`src/hw/crc_cfg.svh`:
```
// Purpose: constants for the codec path routing control block
// Assumes: 7-bit register addresses and 9-bit register words on the control port
// Notes: source codes are 2 bits; undefined codes route zero-valued samples
// Behaviour
// - Zero polarity bit inverts; all reset high
// - Polarity bits map DAC1L through DAC3R
// - Bit 4 bypasses ADC high-pass filter
// - ADC runs 128fs, 64fs for low master clocks
// - Bit 3 halves ADC oversampling rate
// - Bits 0 and 1 silence left, right ADC
// - Bit 2 silences both ADC channels
// - Any data input lane feeds any DAC
// - DAC1 lane also feeds optical, secondary transmitters
// - DAC1 source at bits 8:7, reset 11
// - DAC2/3 only primary data, may power down
// - Primary transmitter source bits 8:7, reset 01
// - Secondary transmitter source bits 8:7, reset 00
// - Optical transmitter source bits 1:0, reset 00
// - Bit 3 selects pass-through for optical pin
// - Rate mode bit 8 picks clock, power
`ifndef CRC_CFG_SVH
`define CRC_CFG_SVH

`define CRC_ADDR_PRIMARY_C 7'h0c
`define CRC_ADDR_PRIMARY_D 7'h0d
`define CRC_ADDR_SECONDARY_B 7'h0e
`define CRC_ADDR_DAC_CTRL_A 7'h0f
`define CRC_ADDR_LANE_MAP 7'h1a
`define CRC_ADDR_POLARITY 7'h1b
`define CRC_ADDR_ADC_A 7'h1d
`define CRC_ADDR_OPTICAL_TX 7'h1e

`define CRC_RST_PRIMARY_C 9'h180
`define CRC_RST_PRIMARY_D 9'h080
`define CRC_RST_SECONDARY_B 9'h000
`define CRC_RST_DAC_CTRL_A 9'h000
`define CRC_RST_LANE_MAP 6'h24
`define CRC_RST_POLARITY 6'h3f
`define CRC_RST_ADC_A 9'h040
`define CRC_RST_OPTICAL_TX 9'h000

`define CRC_SRC_HI 8
`define CRC_SRC_LO 7
`define CRC_OTX_SRC_HI 1
`define CRC_OTX_SRC_LO 0
`define CRC_BIT_THROUGH 3
`define CRC_BIT_RATE_MODE 8
`define CRC_BIT_HPF_OFF 4
`define CRC_BIT_RATE_HALVE 3
`define CRC_BIT_BOTH_SIL 2
`define CRC_BIT_RIGHT_SIL 1
`define CRC_BIT_LEFT_SIL 0

`define CRC_CODE_SPDIF 2'h0
`define CRC_CODE_ADC 2'h1
`define CRC_CODE_SECONDARY 2'h2
`define CRC_CODE_PRIMARY 2'h3
`define CRC_LANE_RESERVED 2'h3
`define CRC_LANE_DIN1 2'h0
`define CRC_LANE_DIN2 2'h1
`define CRC_LANE_DIN3 2'h2

`define CRC_LANE1_HI 1
`define CRC_LANE1_LO 0
`define CRC_LANE2_HI 3
`define CRC_LANE2_LO 2
`define CRC_LANE3_HI 5
`define CRC_LANE3_LO 4

`define CRC_PHASE_DAC1_L 0
`define CRC_PHASE_DAC1_R 1
`define CRC_PHASE_DAC2_L 2
`define CRC_PHASE_DAC2_R 3
`define CRC_PHASE_DAC3_L 4
`define CRC_PHASE_DAC3_R 5

`endif

```
`src/hw/crc_routing_top_end.sv`:
```
// Purpose: closes the design file list; holds no logic
// Assumes: read after the other design files
// Notes: only restores the default net type
`timescale 1ns/1ns
`default_nettype none
`default_nettype wire

```
`src/hw/crc_pkg.sv`:
```
// Purpose: shared types for the codec path routing control block
// Assumes: nothing beyond the constants header
// Notes: oversampling code is driven on the adc_osr port
package crc_pkg;
  typedef enum logic [1:0] {
    CRC_OSR_128,
    CRC_OSR_64,
    CRC_OSR_32
  } crc_osr_type;
endpackage

```
`src/hw/crc_pair_buffer.sv`:
```
// Purpose: two-entry buffer with valid and ready on both sides
// Assumes: source holds data while valid and not ready
// Notes: all outputs come from flip-flops; in_ready drops while the spare entry is full
`timescale 1ns/1ns
`default_nettype none
module crc_pair_buffer #(
  parameter int WIDTH = 8
) (
  // clock and reset
  input wire logic core_clk,
  input wire logic arst_n,
  // filling side
  input wire logic in_valid,
  input wire logic [WIDTH-1:0] in_data,
  output logic in_ready,
  // draining side
  output logic out_valid,
  output logic [WIDTH-1:0] out_data,
  input wire logic out_ready
);
  logic spare_valid_q;
  logic [WIDTH-1:0] spare_q;
  logic out_valid_q;
  logic [WIDTH-1:0] out_q;
  logic in_ready_q;
  logic take;

  assign take = in_valid && in_ready_q;
  assign in_ready = in_ready_q;
  assign out_valid = out_valid_q;
  assign out_data = out_q;

  always_ff @(posedge core_clk or negedge arst_n) begin
    if (!arst_n) begin
      out_valid_q <= 1'b0;
      out_q <= '0;
      spare_valid_q <= 1'b0;
      spare_q <= '0;
      in_ready_q <= 1'b1;
    end else if (out_ready || !out_valid_q) begin
      if (spare_valid_q) begin
        out_q <= spare_q;
        out_valid_q <= 1'b1;
        spare_valid_q <= 1'b0;
        in_ready_q <= 1'b1;
      end else begin
        out_valid_q <= in_valid;
        if (in_valid) begin
          out_q <= in_data;
        end
      end
    end else if (take) begin
      // receiver stalled: park the word instead of dropping it
      spare_q <= in_data;
      spare_valid_q <= 1'b1;
      in_ready_q <= 1'b0;
    end
  end
endmodule
`default_nettype wire

```
`src/hw/crc_routing_top.sv`:
```
// Purpose: register bank and sample routing for the codec digital paths
// Assumes: sample sources and sinks run on core_clk; one stereo frame per transfer
// Notes: the optical input mux bit arrives from a pin and is synchronised
`timescale 1ns/1ns
`default_nettype none
`include "crc_cfg.svh"
module crc_routing_top #(
  parameter int W = 24
) (
  // clock and reset
  input wire logic core_clk,
  input wire logic arst_n,
  // register port
  input wire logic reg_wr_en,
  input wire logic [6:0] reg_addr,
  input wire logic [8:0] reg_wdata,
  output logic [8:0] reg_rdata,
  // source frame
  input wire logic frame_valid,
  output logic frame_ready,
  input wire logic [W-1:0] spdif_rx_l,
  input wire logic [W-1:0] spdif_rx_r,
  input wire logic [W-1:0] adc_l,
  input wire logic [W-1:0] adc_r,
  input wire logic [W-1:0] secondary_rx_l,
  input wire logic [W-1:0] secondary_rx_r,
  input wire logic [W-1:0] din1_l,
  input wire logic [W-1:0] din1_r,
  input wire logic [W-1:0] din2_l,
  input wire logic [W-1:0] din2_r,
  input wire logic [W-1:0] din3_l,
  input wire logic [W-1:0] din3_r,
  // sink frame
  output logic sink_valid,
  input wire logic sink_ready,
  output logic [W-1:0] dac1_l,
  output logic [W-1:0] dac1_r,
  output logic [W-1:0] dac2_l,
  output logic [W-1:0] dac2_r,
  output logic [W-1:0] dac3_l,
  output logic [W-1:0] dac3_r,
  output logic [W-1:0] primary_tx_l,
  output logic [W-1:0] primary_tx_r,
  output logic [W-1:0] secondary_tx_l,
  output logic [W-1:0] secondary_tx_r,
  output logic [W-1:0] optical_tx_l,
  output logic [W-1:0] optical_tx_r,
  // adc and dac control
  input wire logic mclk_ratio_low,
  output logic adc_highpass_off,
  output logic [1:0] adc_osr,
  output logic dac23_powerdown,
  output logic dac_rate_from_subframe,
  // optical pin
  input wire logic optical_in_mux_bit,
  input wire logic optical_tx_bit,
  output logic optical_out_pin
);
  localparam int BW = 12 * W;

  logic [8:0] primary_c_q;
  logic [8:0] primary_d_q;
  logic [8:0] secondary_b_q;
  logic [8:0] dac_ctrl_a_q;
  logic [5:0] lane_map_q;
  logic [5:0] polarity_q;
  logic [8:0] adc_a_q;
  logic [8:0] optical_tx_q;
  logic [8:0] rdata_q;
  logic hpf_off_q;
  logic [1:0] osr_q;
  logic pd_q;
  logic subframe_q;
  logic pin_sync1_q;
  logic pin_sync2_q;
  logic opin_q;

  logic [1:0] dac1_src;
  logic [1:0] ptx_src;
  logic [1:0] stx_src;
  logic [1:0] otx_src;
  logic [1:0] lane1_sel;
  logic [1:0] lane2_sel;
  logic [1:0] lane3_sel;
  logic [W-1:0] adc_l_eff;
  logic [W-1:0] adc_r_eff;
  logic [W-1:0] lane1_l;
  logic [W-1:0] lane1_r;
  logic [W-1:0] lane2_l;
  logic [W-1:0] lane2_r;
  logic [W-1:0] lane3_l;
  logic [W-1:0] lane3_r;
  logic [W-1:0] d1_l;
  logic [W-1:0] d1_r;
  logic [W-1:0] pt_l;
  logic [W-1:0] pt_r;
  logic [W-1:0] st_l;
  logic [W-1:0] st_r;
  logic [W-1:0] ot_l;
  logic [W-1:0] ot_r;
  logic [BW-1:0] bundle_in;
  logic [BW-1:0] bundle_out;

  // negate with saturation at the most negative code
  // plain negation of the most negative code would give that code back
  function automatic logic [W-1:0] apply_phase(input logic [W-1:0] s, input logic keep);
    logic [W-1:0] most_neg;
    most_neg = {1'b1, {(W-1){1'b0}}};
    if (keep) begin
      return s;
    end
    if (s == most_neg) begin
      return ~most_neg;
    end
    return -s;
  endfunction

  // pick one of the three data input lanes; the spare code gives silence
  function automatic logic [W-1:0] pick_lane(input logic [1:0] code, input logic [W-1:0] a,
                                             input logic [W-1:0] b, input logic [W-1:0] c);
    unique case (code)
      `CRC_LANE_DIN1: return a;
      `CRC_LANE_DIN2: return b;
      `CRC_LANE_DIN3: return c;
      default: return '0;
    endcase
  endfunction

  // four-way source select; codes absent from ok are reserved and yield zero
  function automatic logic [W-1:0] pick_src(input logic [1:0] code, input logic [3:0] ok,
                                            input logic [W-1:0] spdif, input logic [W-1:0] adc,
                                            input logic [W-1:0] sec, input logic [W-1:0] pri);
    logic [W-1:0] v;
    v = '0;
    unique case (code)
      `CRC_CODE_SPDIF: v = spdif;
      `CRC_CODE_ADC: v = adc;
      `CRC_CODE_SECONDARY: v = sec;
      `CRC_CODE_PRIMARY: v = pri;
    endcase
    return ok[code] ? v : '0;
  endfunction

  // register writes
  // the six-bit registers keep only the low bits of the word
  always_ff @(posedge core_clk or negedge arst_n) begin
    if (!arst_n) begin
      primary_c_q <= `CRC_RST_PRIMARY_C;
      primary_d_q <= `CRC_RST_PRIMARY_D;
      secondary_b_q <= `CRC_RST_SECONDARY_B;
      dac_ctrl_a_q <= `CRC_RST_DAC_CTRL_A;
      lane_map_q <= `CRC_RST_LANE_MAP;
      polarity_q <= `CRC_RST_POLARITY;
      adc_a_q <= `CRC_RST_ADC_A;
      optical_tx_q <= `CRC_RST_OPTICAL_TX;
    end else if (reg_wr_en) begin
      unique case (reg_addr)
        `CRC_ADDR_PRIMARY_C: primary_c_q <= reg_wdata;
        `CRC_ADDR_PRIMARY_D: primary_d_q <= reg_wdata;
        `CRC_ADDR_SECONDARY_B: secondary_b_q <= reg_wdata;
        `CRC_ADDR_DAC_CTRL_A: dac_ctrl_a_q <= reg_wdata;
        `CRC_ADDR_LANE_MAP: lane_map_q <= reg_wdata[5:0];
        `CRC_ADDR_POLARITY: polarity_q <= reg_wdata[5:0];
        `CRC_ADDR_ADC_A: adc_a_q <= reg_wdata;
        `CRC_ADDR_OPTICAL_TX: optical_tx_q <= reg_wdata;
        default: ;
      endcase
    end
  end

  // readback, one cycle after the address; unmapped reads zero
  always_ff @(posedge core_clk or negedge arst_n) begin
    if (!arst_n) begin
      rdata_q <= '0;
    end else begin
      unique case (reg_addr)
        `CRC_ADDR_PRIMARY_C: rdata_q <= primary_c_q;
        `CRC_ADDR_PRIMARY_D: rdata_q <= primary_d_q;
        `CRC_ADDR_SECONDARY_B: rdata_q <= secondary_b_q;
        `CRC_ADDR_DAC_CTRL_A: rdata_q <= dac_ctrl_a_q;
        `CRC_ADDR_LANE_MAP: rdata_q <= {3'h0, lane_map_q};
        `CRC_ADDR_POLARITY: rdata_q <= {3'h0, polarity_q};
        `CRC_ADDR_ADC_A: rdata_q <= adc_a_q;
        `CRC_ADDR_OPTICAL_TX: rdata_q <= optical_tx_q;
        default: rdata_q <= '0;
      endcase
    end
  end
  assign reg_rdata = rdata_q;

  // source fields of the four routing registers
  assign dac1_src = primary_c_q[`CRC_SRC_HI:`CRC_SRC_LO];
  assign ptx_src = primary_d_q[`CRC_SRC_HI:`CRC_SRC_LO];
  assign stx_src = secondary_b_q[`CRC_SRC_HI:`CRC_SRC_LO];
  assign otx_src = optical_tx_q[`CRC_OTX_SRC_HI:`CRC_OTX_SRC_LO];

  // lane fields of the lane map, one per dac
  assign lane1_sel = lane_map_q[`CRC_LANE1_HI:`CRC_LANE1_LO];
  assign lane2_sel = lane_map_q[`CRC_LANE2_HI:`CRC_LANE2_LO];
  assign lane3_sel = lane_map_q[`CRC_LANE3_HI:`CRC_LANE3_LO];

  // adc input mutes; the both-channel bit overrides the individual ones
  assign adc_l_eff = (adc_a_q[`CRC_BIT_LEFT_SIL] || adc_a_q[`CRC_BIT_BOTH_SIL]) ? '0 : adc_l;
  assign adc_r_eff = (adc_a_q[`CRC_BIT_RIGHT_SIL] || adc_a_q[`CRC_BIT_BOTH_SIL]) ? '0 : adc_r;

  // primary receiver lane steering, two bits per dac
  assign lane1_l = pick_lane(lane1_sel, din1_l, din2_l, din3_l);
  assign lane1_r = pick_lane(lane1_sel, din1_r, din2_r, din3_r);
  assign lane2_l = pick_lane(lane2_sel, din1_l, din2_l, din3_l);
  assign lane2_r = pick_lane(lane2_sel, din1_r, din2_r, din3_r);
  assign lane3_l = pick_lane(lane3_sel, din1_l, din2_l, din3_l);
  assign lane3_r = pick_lane(lane3_sel, din1_r, din2_r, din3_r);

  // dac1: no adc source, code 01 reserved
  assign d1_l = pick_src(dac1_src, 4'b1101, spdif_rx_l, adc_l_eff, secondary_rx_l, lane1_l);
  assign d1_r = pick_src(dac1_src, 4'b1101, spdif_rx_r, adc_r_eff, secondary_rx_r, lane1_r);
  // primary transmitter: code 11 reserved
  assign pt_l = pick_src(ptx_src, 4'b0111, spdif_rx_l, adc_l_eff, secondary_rx_l, lane1_l);
  assign pt_r = pick_src(ptx_src, 4'b0111, spdif_rx_r, adc_r_eff, secondary_rx_r, lane1_r);
  // secondary transmitter: code 10 reserved; primary data is the dac1 lane
  assign st_l = pick_src(stx_src, 4'b1011, spdif_rx_l, adc_l_eff, secondary_rx_l, lane1_l);
  assign st_r = pick_src(stx_src, 4'b1011, spdif_rx_r, adc_r_eff, secondary_rx_r, lane1_r);
  // optical transmitter: all four codes defined
  assign ot_l = pick_src(otx_src, 4'b1111, spdif_rx_l, adc_l_eff, secondary_rx_l, lane1_l);
  assign ot_r = pick_src(otx_src, 4'b1111, spdif_rx_r, adc_r_eff, secondary_rx_r, lane1_r);

  // dac2/3 always take primary lanes; polarity applied at each dac
  assign bundle_in = {
    apply_phase(d1_l, polarity_q[`CRC_PHASE_DAC1_L]),
    apply_phase(d1_r, polarity_q[`CRC_PHASE_DAC1_R]),
    apply_phase(lane2_l, polarity_q[`CRC_PHASE_DAC2_L]),
    apply_phase(lane2_r, polarity_q[`CRC_PHASE_DAC2_R]),
    apply_phase(lane3_l, polarity_q[`CRC_PHASE_DAC3_L]),
    apply_phase(lane3_r, polarity_q[`CRC_PHASE_DAC3_R]),
    pt_l, pt_r, st_l, st_r, ot_l, ot_r
  };

  // a stalled sink parks one frame; frame_ready falls until it drains
  crc_pair_buffer #(
    .WIDTH(BW)
  ) u_buffer (
    .core_clk(core_clk),
    .arst_n(arst_n),
    .in_valid(frame_valid),
    .in_data(bundle_in),
    .in_ready(frame_ready),
    .out_valid(sink_valid),
    .out_data(bundle_out),
    .out_ready(sink_ready)
  );

  // routed words leave straight from the buffer's output flops
  assign {dac1_l, dac1_r, dac2_l, dac2_r, dac3_l, dac3_r,
          primary_tx_l, primary_tx_r, secondary_tx_l, secondary_tx_r,
          optical_tx_l, optical_tx_r} = bundle_out;

  // adc filter and oversampling controls
  // mclk_ratio_low marks a 128fs or 192fs master clock
  always_ff @(posedge core_clk or negedge arst_n) begin
    if (!arst_n) begin
      hpf_off_q <= 1'b0;
      osr_q <= 2'h0;
    end else begin
      hpf_off_q <= adc_a_q[`CRC_BIT_HPF_OFF];
      if (mclk_ratio_low) begin
        osr_q <= adc_a_q[`CRC_BIT_RATE_HALVE] ? crc_pkg::CRC_OSR_32 : crc_pkg::CRC_OSR_64;
      end else begin
        osr_q <= adc_a_q[`CRC_BIT_RATE_HALVE] ? crc_pkg::CRC_OSR_64 : crc_pkg::CRC_OSR_128;
      end
    end
  end
  assign adc_highpass_off = hpf_off_q;
  assign adc_osr = osr_q;

  // dac rate source and dac2/3 power when dac1 plays received optical data
  always_ff @(posedge core_clk or negedge arst_n) begin
    if (!arst_n) begin
      pd_q <= 1'b0;
      subframe_q <= 1'b0;
    end else begin
      pd_q <= (dac1_src == `CRC_CODE_SPDIF) && !dac_ctrl_a_q[`CRC_BIT_RATE_MODE];
      subframe_q <= (dac1_src == `CRC_CODE_SPDIF) && !dac_ctrl_a_q[`CRC_BIT_RATE_MODE];
    end
  end
  assign dac23_powerdown = pd_q;
  assign dac_rate_from_subframe = subframe_q;

  // optical output pin: transmitter or synchronised pass-through
  // the pass-through pin is asynchronous, so only the second flop feeds the mux
  always_ff @(posedge core_clk or negedge arst_n) begin
    if (!arst_n) begin
      pin_sync1_q <= 1'b0;
      pin_sync2_q <= 1'b0;
      opin_q <= 1'b0;
    end else begin
      pin_sync1_q <= optical_in_mux_bit;
      pin_sync2_q <= pin_sync1_q;
      opin_q <= optical_tx_q[`CRC_BIT_THROUGH] ? pin_sync2_q : optical_tx_bit;
    end
  end
  assign optical_out_pin = opin_q;
endmodule
`default_nettype wire

```
`config.mk`:
```
export PLATFORM = sky130hd
export DESIGN_NAME = crc_routing_top
export DESIGN_NICKNAME = d
export VERILOG_FILES = /design/src/hw/crc_routing_top_end.sv /design/src/hw/crc_pkg.sv /design/src/hw/crc_pair_buffer.sv /design/src/hw/crc_routing_top.sv
export VERILOG_INCLUDE_DIRS = /design/src /design/src/hw
export SDC_FILE = /design/constraint.sdc
export NUM_CORES = 2
export LEC_CHECK = 0
export BUFFER_PORTS_ARGS = -buffer_cell sky130_fd_sc_hd__buf_4
export CAP_MARGIN = 20
export CELL_PAD_IN_SITES_DETAIL_PLACEMENT = 2
export CELL_PAD_IN_SITES_GLOBAL_PLACEMENT = 2
export CORE_MARGIN = 1.5
export CORE_UTILIZATION = 38
export DETAILED_ROUTE_END_ITERATION = 8
export PLACE_DENSITY = 0.94
export SLEW_MARGIN = 40
export SYNTH_ARGS = -nofsm -noshare
export SYNTH_HDL_FRONTEND = slang
export SYNTH_SLANG_ARGS = --single-unit
```
`constraint.sdc`:
```
create_clock -name core_clk -period 7.3 [get_ports core_clk]
set_input_delay 1.46 -clock core_clk [delete_from_list [all_inputs] [get_ports core_clk]]
set_output_delay 1.46 -clock core_clk [all_outputs]
set_load 0.05 [all_outputs]
```
======== After elaboration in Yosys (flattened, before gate mapping) ========
Cells that the tools add are included.
word-level totals
  input bits .............................. 312
  output and inout port bits .............. 305
  logic and storage cells ................. 178
  bits in registers ....................... 661
operators by class
  add/sub/neg operators ................... 6
  eq/ne operators ......................... 33
  reduce and logical (&&, ||, !) cells .... 27
  muxes and demuxes ....................... 87
  $lt $le $gt $ge ......................... 4
  bitwise operators ....................... 1
operators with widths
  cell                                                                   count
  24-bit two-way mux                                                     34
  24-bit one-hot mux with 4 select lines                                 8
  288-bit two-way mux                                                    2
  24-bit one-hot mux with 3 select lines                                 6
  24-bit == test (second input constant)                                 6
  24-bit negation                                                        6
  9-bit one-hot mux with 8 select lines                                  1
  1-bit two-way mux                                                      30
  7-bit by 4-bit == test with 1-bit output (second input constant)       4
  7-bit by 5-bit == test with 1-bit output (second input constant)       4
  2-bit == test (second input constant)                                  11
  2-bit AND reduction                                                    11
  2-bit by 1-bit == test with 1-bit output (second input constant)       7
  2-bit logical NOT                                                      7
  2-bit by 3-bit < comparator with 1-bit output (second input constant)  4
  1-bit binary-select mux with 2-bit select                              4
  2-bit two-way mux                                                      2
  2-bit nonzero test                                                     2
  1-bit logical OR                                                       3
  1-bit logical AND                                                      2
  1-bit logical NOT                                                      2
  2-bit by 1-bit != test with 1-bit output (second input constant)       1
  1-bit inverter                                                         1

======== Depth between registers and ports, before layout ========
  depth in word-level cells ............... 11
  gate-level depth with buffers ........... 19
  mapped depth without buffers ............ 11

======== By module ========
From an unflattened synthesis, not the netlist that was laid out.
second synthesis, totals
  cell total of the unflattened synthesis .. 3508
  area, all modules ....................... 41158.2 um^2
by module, submodules not included
  module           cells an instance  sequential area each (um^2)  times used  area an instance (um^2)
  crc_pair_buffer  1548               14490.1                      1           25729.7
  crc_routing_top  1960               2067.0                       1           15428.5

======== Least setup slack after synthesis ========
Ideal clock, no wire load.
  path kind ............................... input port to flip-flop
  start ................................... input din3_r[0]
  end ..................................... register u_buffer.spare_q[215]
  arrival time ............................ 3.623 ns
  buffers on the path ..................... 2
  required time ........................... 7.179 ns
  path slack .............................. 3.556 ns
  setup time .............................. 0.121 ns
  cell stages on the path ................. 12
  path through ............................ mux2i_1 -> o2bb2ai_1 -> inv_1 -> ha_1 -> o211ai_1 -> nor4_1 -> nand4_1 -> nor4bb_1 -> buf_2 -> buf_2 -> nor2_1 -> a22o_1
on the way
  longest elaborated chain between the ends .. 6
  elaborated cells on any way between the ends .. 8
  those cells by class .................... 1 x add/sub; 1 x eq/ne; 6 x mux
ends and longest elaborated chain
  element                                                                  RTL line                source
  start, declared                                                          crc_routing_top.sv:32   input wire logic [W-1:0] din3_r,
  24-bit one-hot mux with 3 select lines (*)                               crc_routing_top.sv:121  unique case (code)
  parallel branches: the longest is 3 deep, another holds 24-bit negation  --
  24-bit two-way mux (*)                                                   crc_routing_top.sv:115  return -s;
  24-bit two-way mux (*)                                                   crc_routing_top.sv:112  if (s == most_neg) begin
  end signal, assigned                                                     crc_pair_buffer.sv:54   spare_q <= in_data;
  end, declared                                                            crc_pair_buffer.sv:22   logic [WIDTH-1:0] spare_q;
Every way passes the cells marked *. The select of a mux whose other input is x is not followed.
A chain may end at the register's enable or synchronous reset.

======== Worst setup path in the final report ========
  start ................................... register lane_map_q[2]
  end ..................................... register u_buffer.out_q[201] (netlist: u_buffer.out_data[201])
on the way
  longest elaborated chain between the ends .. 9
  elaborated cells on any way between the ends .. 14
  those cells by class .................... 1 x add/sub; 3 x eq/ne; 9 x mux; 1 x reduce/logical
ends and longest elaborated chain
  element                                                                  RTL line                source
  start, declared                                                          crc_routing_top.sv:65   logic [5:0] lane_map_q;
  start signal, assigned                                                   crc_routing_top.sv:152  lane_map_q <= `CRC_RST_LANE_MAP;
  start signal, assigned                                                   crc_routing_top.sv:162  `CRC_ADDR_LANE_MAP: lane_map_q <= reg_wdata[5:0];
  2-bit == test, or another cell as far along                              crc_routing_top.sv:121
  24-bit one-hot mux with 3 select lines (*)                               crc_routing_top.sv:121
  parallel branches: the longest is 4 deep, another holds 24-bit negation  --
  24-bit two-way mux (*)                                                   crc_routing_top.sv:112
  288-bit two-way mux (*)                                                  crc_pair_buffer.sv:48   if (in_valid) begin
  288-bit two-way mux (*)                                                  crc_pair_buffer.sv:41   if (spare_valid_q) begin
  end signal, assigned                                                     crc_pair_buffer.sv:42   out_q <= spare_q;
  end signal, assigned                                                     crc_pair_buffer.sv:49   out_q <= in_data;
  end, declared                                                            crc_pair_buffer.sv:24   logic [WIDTH-1:0] out_q;
Marked as above.

==> flow_metrics.py <==
metrics = {
    "critical_path": {
        "path_class": "flip-flop to flip-flop",
        "endpoint_kind": "flip-flop",
        "worstRegToRegCells": 12,
        "required_ns": 7.88,
        "crit_path_start": "lane_map_q[2]",
        "worst_path_max_delay_cell": "nor4bb_4",
        "worstPathMaxFanout": 43,
        "rrSetupSlack_ns": 2.10,
        "startpoint_type": "flip-flop",
        "crit_buf_inv": 3,
        "crit_family": "simple AND/OR/NAND/NOR gates",
        "cp-endpoint": "u_buffer.out_data[201]",
        "path_cells": "buf_4 -> o2bb2ai_1 -> inv_1 -> ha_1 -> o211ai_1 -> nor4_1 -> nand4_1 -> nor4bb_4 -> buf_4 -> nand2b_1 -> mux2i_1 -> o21ai_0",
        "cp.arrival_ns": 5.78,
        "r2r_end": "u_buffer.out_data[201]",
        "crit_path_max_incr_delay_ns": 0.84,
        "crit_cells": 12,
        "reg2reg_from": "lane_map_q[2]",
        "crit_top_cell": "buf_4",
    },
    "synth": {
        "yosysSeqAreaShare": 0.431,
        "synth_area_per_cell_um2": 8.94,
        "synth_area_mm2": 0.0384,
        "synth_compound_area_frac": 0.204,
        "synth_mux_area_frac": 0.138,
        "synth_nets": 4616,
        "synth_seq_cells": 661,
        "ys_async_sr_fraction": 1.00,
        "synth_edf_count": 0,
        "synth_top_family_by_area": "compound AO/OA/AOI/OAI gates",
        "synth_cell_types": 81,
        "synth-xor-area-share": 0.0258,
        "ys.flop_type": "dfrtp_1",
        "yosysWarningCount": 0,
        "synth_simple_gate_area_frac": 0.154,
        "synthCells": 4297,
        "synthAdderAreaFrac": 0.00228,
    },
    "global_routing": {
        "grt_overflow_total": 0,
        "grt_max_degree": 162,
        "grt_usage": 0.413,
        "grt_pass1_wl_um": 312000,
        "grt_pass1_vias": 43494,
        "antenna_found_initial": 30,
    },
    "cts": {
        "cts_made_buffers": 82,
        "postCtsSetupRepairBufs": 0,
        "clk_latency_ns": 0.72,
        "htree_num_levels": 3,
        "cts_sinks": 661,
        "clock_path_buffers": 3,
        "cts_root_buffer": "clkbuf_16",
        "cts_tree": "yes",
        "cts_resized": 0,
        "ctsHoldBuffers": 0,
        "path_clk_slew_ns": 0.06,
    },
    "place": {
        "dp.cells": 5920,
        "dp_hpwl_um": 145000,
        "postPlaceCellArea_mm2": 0.0440,
        "portBuffers": 616,
        "pre_cts_slack_ns": 2.22,
        "gp_congestion": 0.935,
    },
    "power": {
        "comb_power_share": 0.326,
        "p_clk_frac": 0.338,
        "intPower_mw": 7.60,
        "switching_power_mw": 5.32,
        "p_seq_frac": 0.337,
        "powerDensity_mw_per_mm2": 274,
        "power_leakage_nw": 20.9,
        "swShare": 0.412,
        "irDropWorstVdd_uv": 205,
    },
    "floorplanning": {
        "num_rows": 116,
        "die_h_um": 321,
        "num_io_pins": 617,
        "dieArea_mm2": 0.103,
        "die_w_um": 321,
        "start_util": 0.384,
        "core_area_mm2": 0.100,
    },
    "layout": {
        "multi_input_area_mm2": 0.0204,
        "finalNonFillerCells": 6101,
        "syn2layout_area_growth_pct": 22.8,
        "seq_area_mm2": 0.0166,
        "final_common_cell": "nand2_1",
        "fill_cells": 10569,
        "mostFrequentLayoutCells": "nand2_1 (693), buf_4 (665), dfrtp_1 (638), o21ai_0 (566), a21oi_1 (338)",
        "drive_gt1_frac": 0.235,
        "fin_nets": 5036,
        "fin_area_mm2": 0.0472,
    },
    "sta": {
        "finalMaxSlewViolations": 0,
        "hold_viol_final": 0,
        "rsz0062_at_grt": "false",
        "fmax_mhz": 192,
        "setup_viol": 0,
        "fin_crit_ns": 5.20,
        "fin_worst_skew_ns": 0.0485,
        "post-route-period-util": 0.712,
        "finalSetupTns_ns": 0,
        "tightest_slew_ns": 1.14,
        "timing.slew.headroom": 0.220,
        "setup_slack_ns": 2.10,
    },
    "outcome": {
        "status": "completed",
    },
    "route": {
        "wirelength_um": 219000,
        "vias_per_cell": 6.58,
        "wl_per_cell_um": 35.9,
        "drc": 0,
        "vias": 40158,
        "first_pass_iters": 6,
        "drtIter0Drc": 3996,
        "ant_nets": 0,
    },
    "run": {
        "max_cap_viol_count": 0,
    },
    "worst_hold_path": {
        "hp-class": "flip-flop to flip-flop",
    },
}
[worst min path at each step]
stage                start          end  slack (ns)  cells after the start
2_1_floorplan  pin_sync1_q  pin_sync2_q        0.33                      0
3_3_place_gp   pin_sync1_q  pin_sync2_q        0.33                      0
3_5_place_dp   pin_sync1_q  pin_sync2_q        0.34                      0
4_1_cts        pin_sync1_q  pin_sync2_q        0.35                      0
5_1_grt        pin_sync1_q  pin_sync2_q        0.37                      0
6_report       pin_sync1_q  pin_sync2_q        0.35                      0
[synth_stat cells, types with 7 or more instances]
master / number / area share
xor2_1: 48 / 0.011
a41oi_1: 12 / 0.0027
or3_1: 15 / 0.0024
mux2_2: 136 / 0.040
o21ai_1: 19 / 0.0025
or3b_2: 11 / 0.0025
o2bb2ai_1: 113 / 0.026
inv_1: 44 / 0.0043
o211ai_1: 17 / 0.0033
a22oi_1: 76 / 0.015
a21o_1: 7 / 0.0014
clkbuf_1: 255 / 0.025
o31ai_1: 29 / 0.0057
dfrtp_1: 648 / 0.42
mux4_2: 56 / 0.033
a211oi_1: 7 / 0.0014
o21a_1: 13 / 0.0025
a21oi_1: 338 / 0.044
o21ai_0: 577 / 0.075
a2bb2oi_1: 12 / 0.0027
nand4_1: 8 / 0.0013
and3_1: 61 / 0.0099
buf_4: 10 / 0.0020
nor2_1: 321 / 0.031
xnor2_1: 65 / 0.015
a31oi_1: 51 / 0.0083
nor4_1: 13 / 0.0021
nor2b_1: 11 / 0.0018
o41ai_1: 10 / 0.0023
mux2i_1: 252 / 0.066
ha_1: 7 / 0.0023
buf_1: 44 / 0.0043
nand3b_1: 15 / 0.0029
nor3_1: 65 / 0.0085
nand3_1: 25 / 0.0033
buf_2: 36 / 0.0047
and2_1: 64 / 0.010
nand2_1: 694 / 0.068
o211a_1: 9 / 0.0023
buf_6: 8 / 0.0023
nand2b_1: 16 / 0.0026
dfstp_2: 13 / 0.0089
[power by group through the flow]
stage          clock network (mW)  registers [mW]  logic, mW
6_report                     4.36            4.35       4.20
5_1_grt                      4.52            4.36       4.33
3_5_place_dp                    0            4.37       3.96
4_1_cts                      4.37            4.32       4.06
3_3_place_gp                    0            4.35       3.77
2_1_floorplan                   0            5.14       1.42
[logic make-up after synthesis]
kind of cell             after synthesis
AND/OR/NAND/NOR                     1344
AO/OA/AOI/OAI                       1327
flip-flops                           661
multiplexers                         444
buffers and inverters                401
XOR/XNOR                             113
adder cells (fa/ha/maj)                7
[state kept, by name, indices dropped and copies added, names as in the netlist]
register                flops
optical_out_pin             1
u_buffer.spare_q          288
adc_highpass_off            1
pin_sync1_q                 1
primary_d_q                 9
adc_osr                     2
optical_tx_q                9
u_buffer.out_data         288
u_buffer.spare_valid_q      1
secondary_b_q               9
lane_map_q                  6
adc_a_q                     9
polarity_q                  6
primary_c_q                 9
pin_sync2_q                 1
u_buffer.out_valid          1
u_buffer.in_ready           1
reg_rdata                   9
dac_ctrl_a_q                9
dac_rate_from_subframe      1
[layout make-up]
class,instances,share of cell area
Multi-Input combinational cell,3235,0.433
Clock inverter,30,0.00862
Sequential cell,661,0.351
Timing Repair Buffer,693,0.117
Antenna cell,22,0.00117
Inverter,44,0.00350
Clock buffer,118,0.0502
Tap cell,1298,0.0344
[layer usage]
layer | global-route usage | vias to the layer above | routed length [um]
li1 | - | 16150 | -
met1 | 0.476 | 20535 | 79300
met2 | 0.658 | 2493 | 101000
met3 | 0.107 | 962 | 18700
met4 | 0.314 | 18 | 20500
met5 | 0 | - | 112
[metrics by stage]
step / total power, mW / hold slack, ns / utilization
floorplan: 6.55 / 0.331 / -
global placement: 8.12 / 0.332 / 0.437
detailed placement: 8.34 / 0.336 / 0.440
CTS: 12.8 / 0.349 / 0.467
global route: 13.2 / 0.368 / 0.471
finish: 12.9 / 0.347 / 0.471
Note: power is estimated with default switching activity, not from simulation.
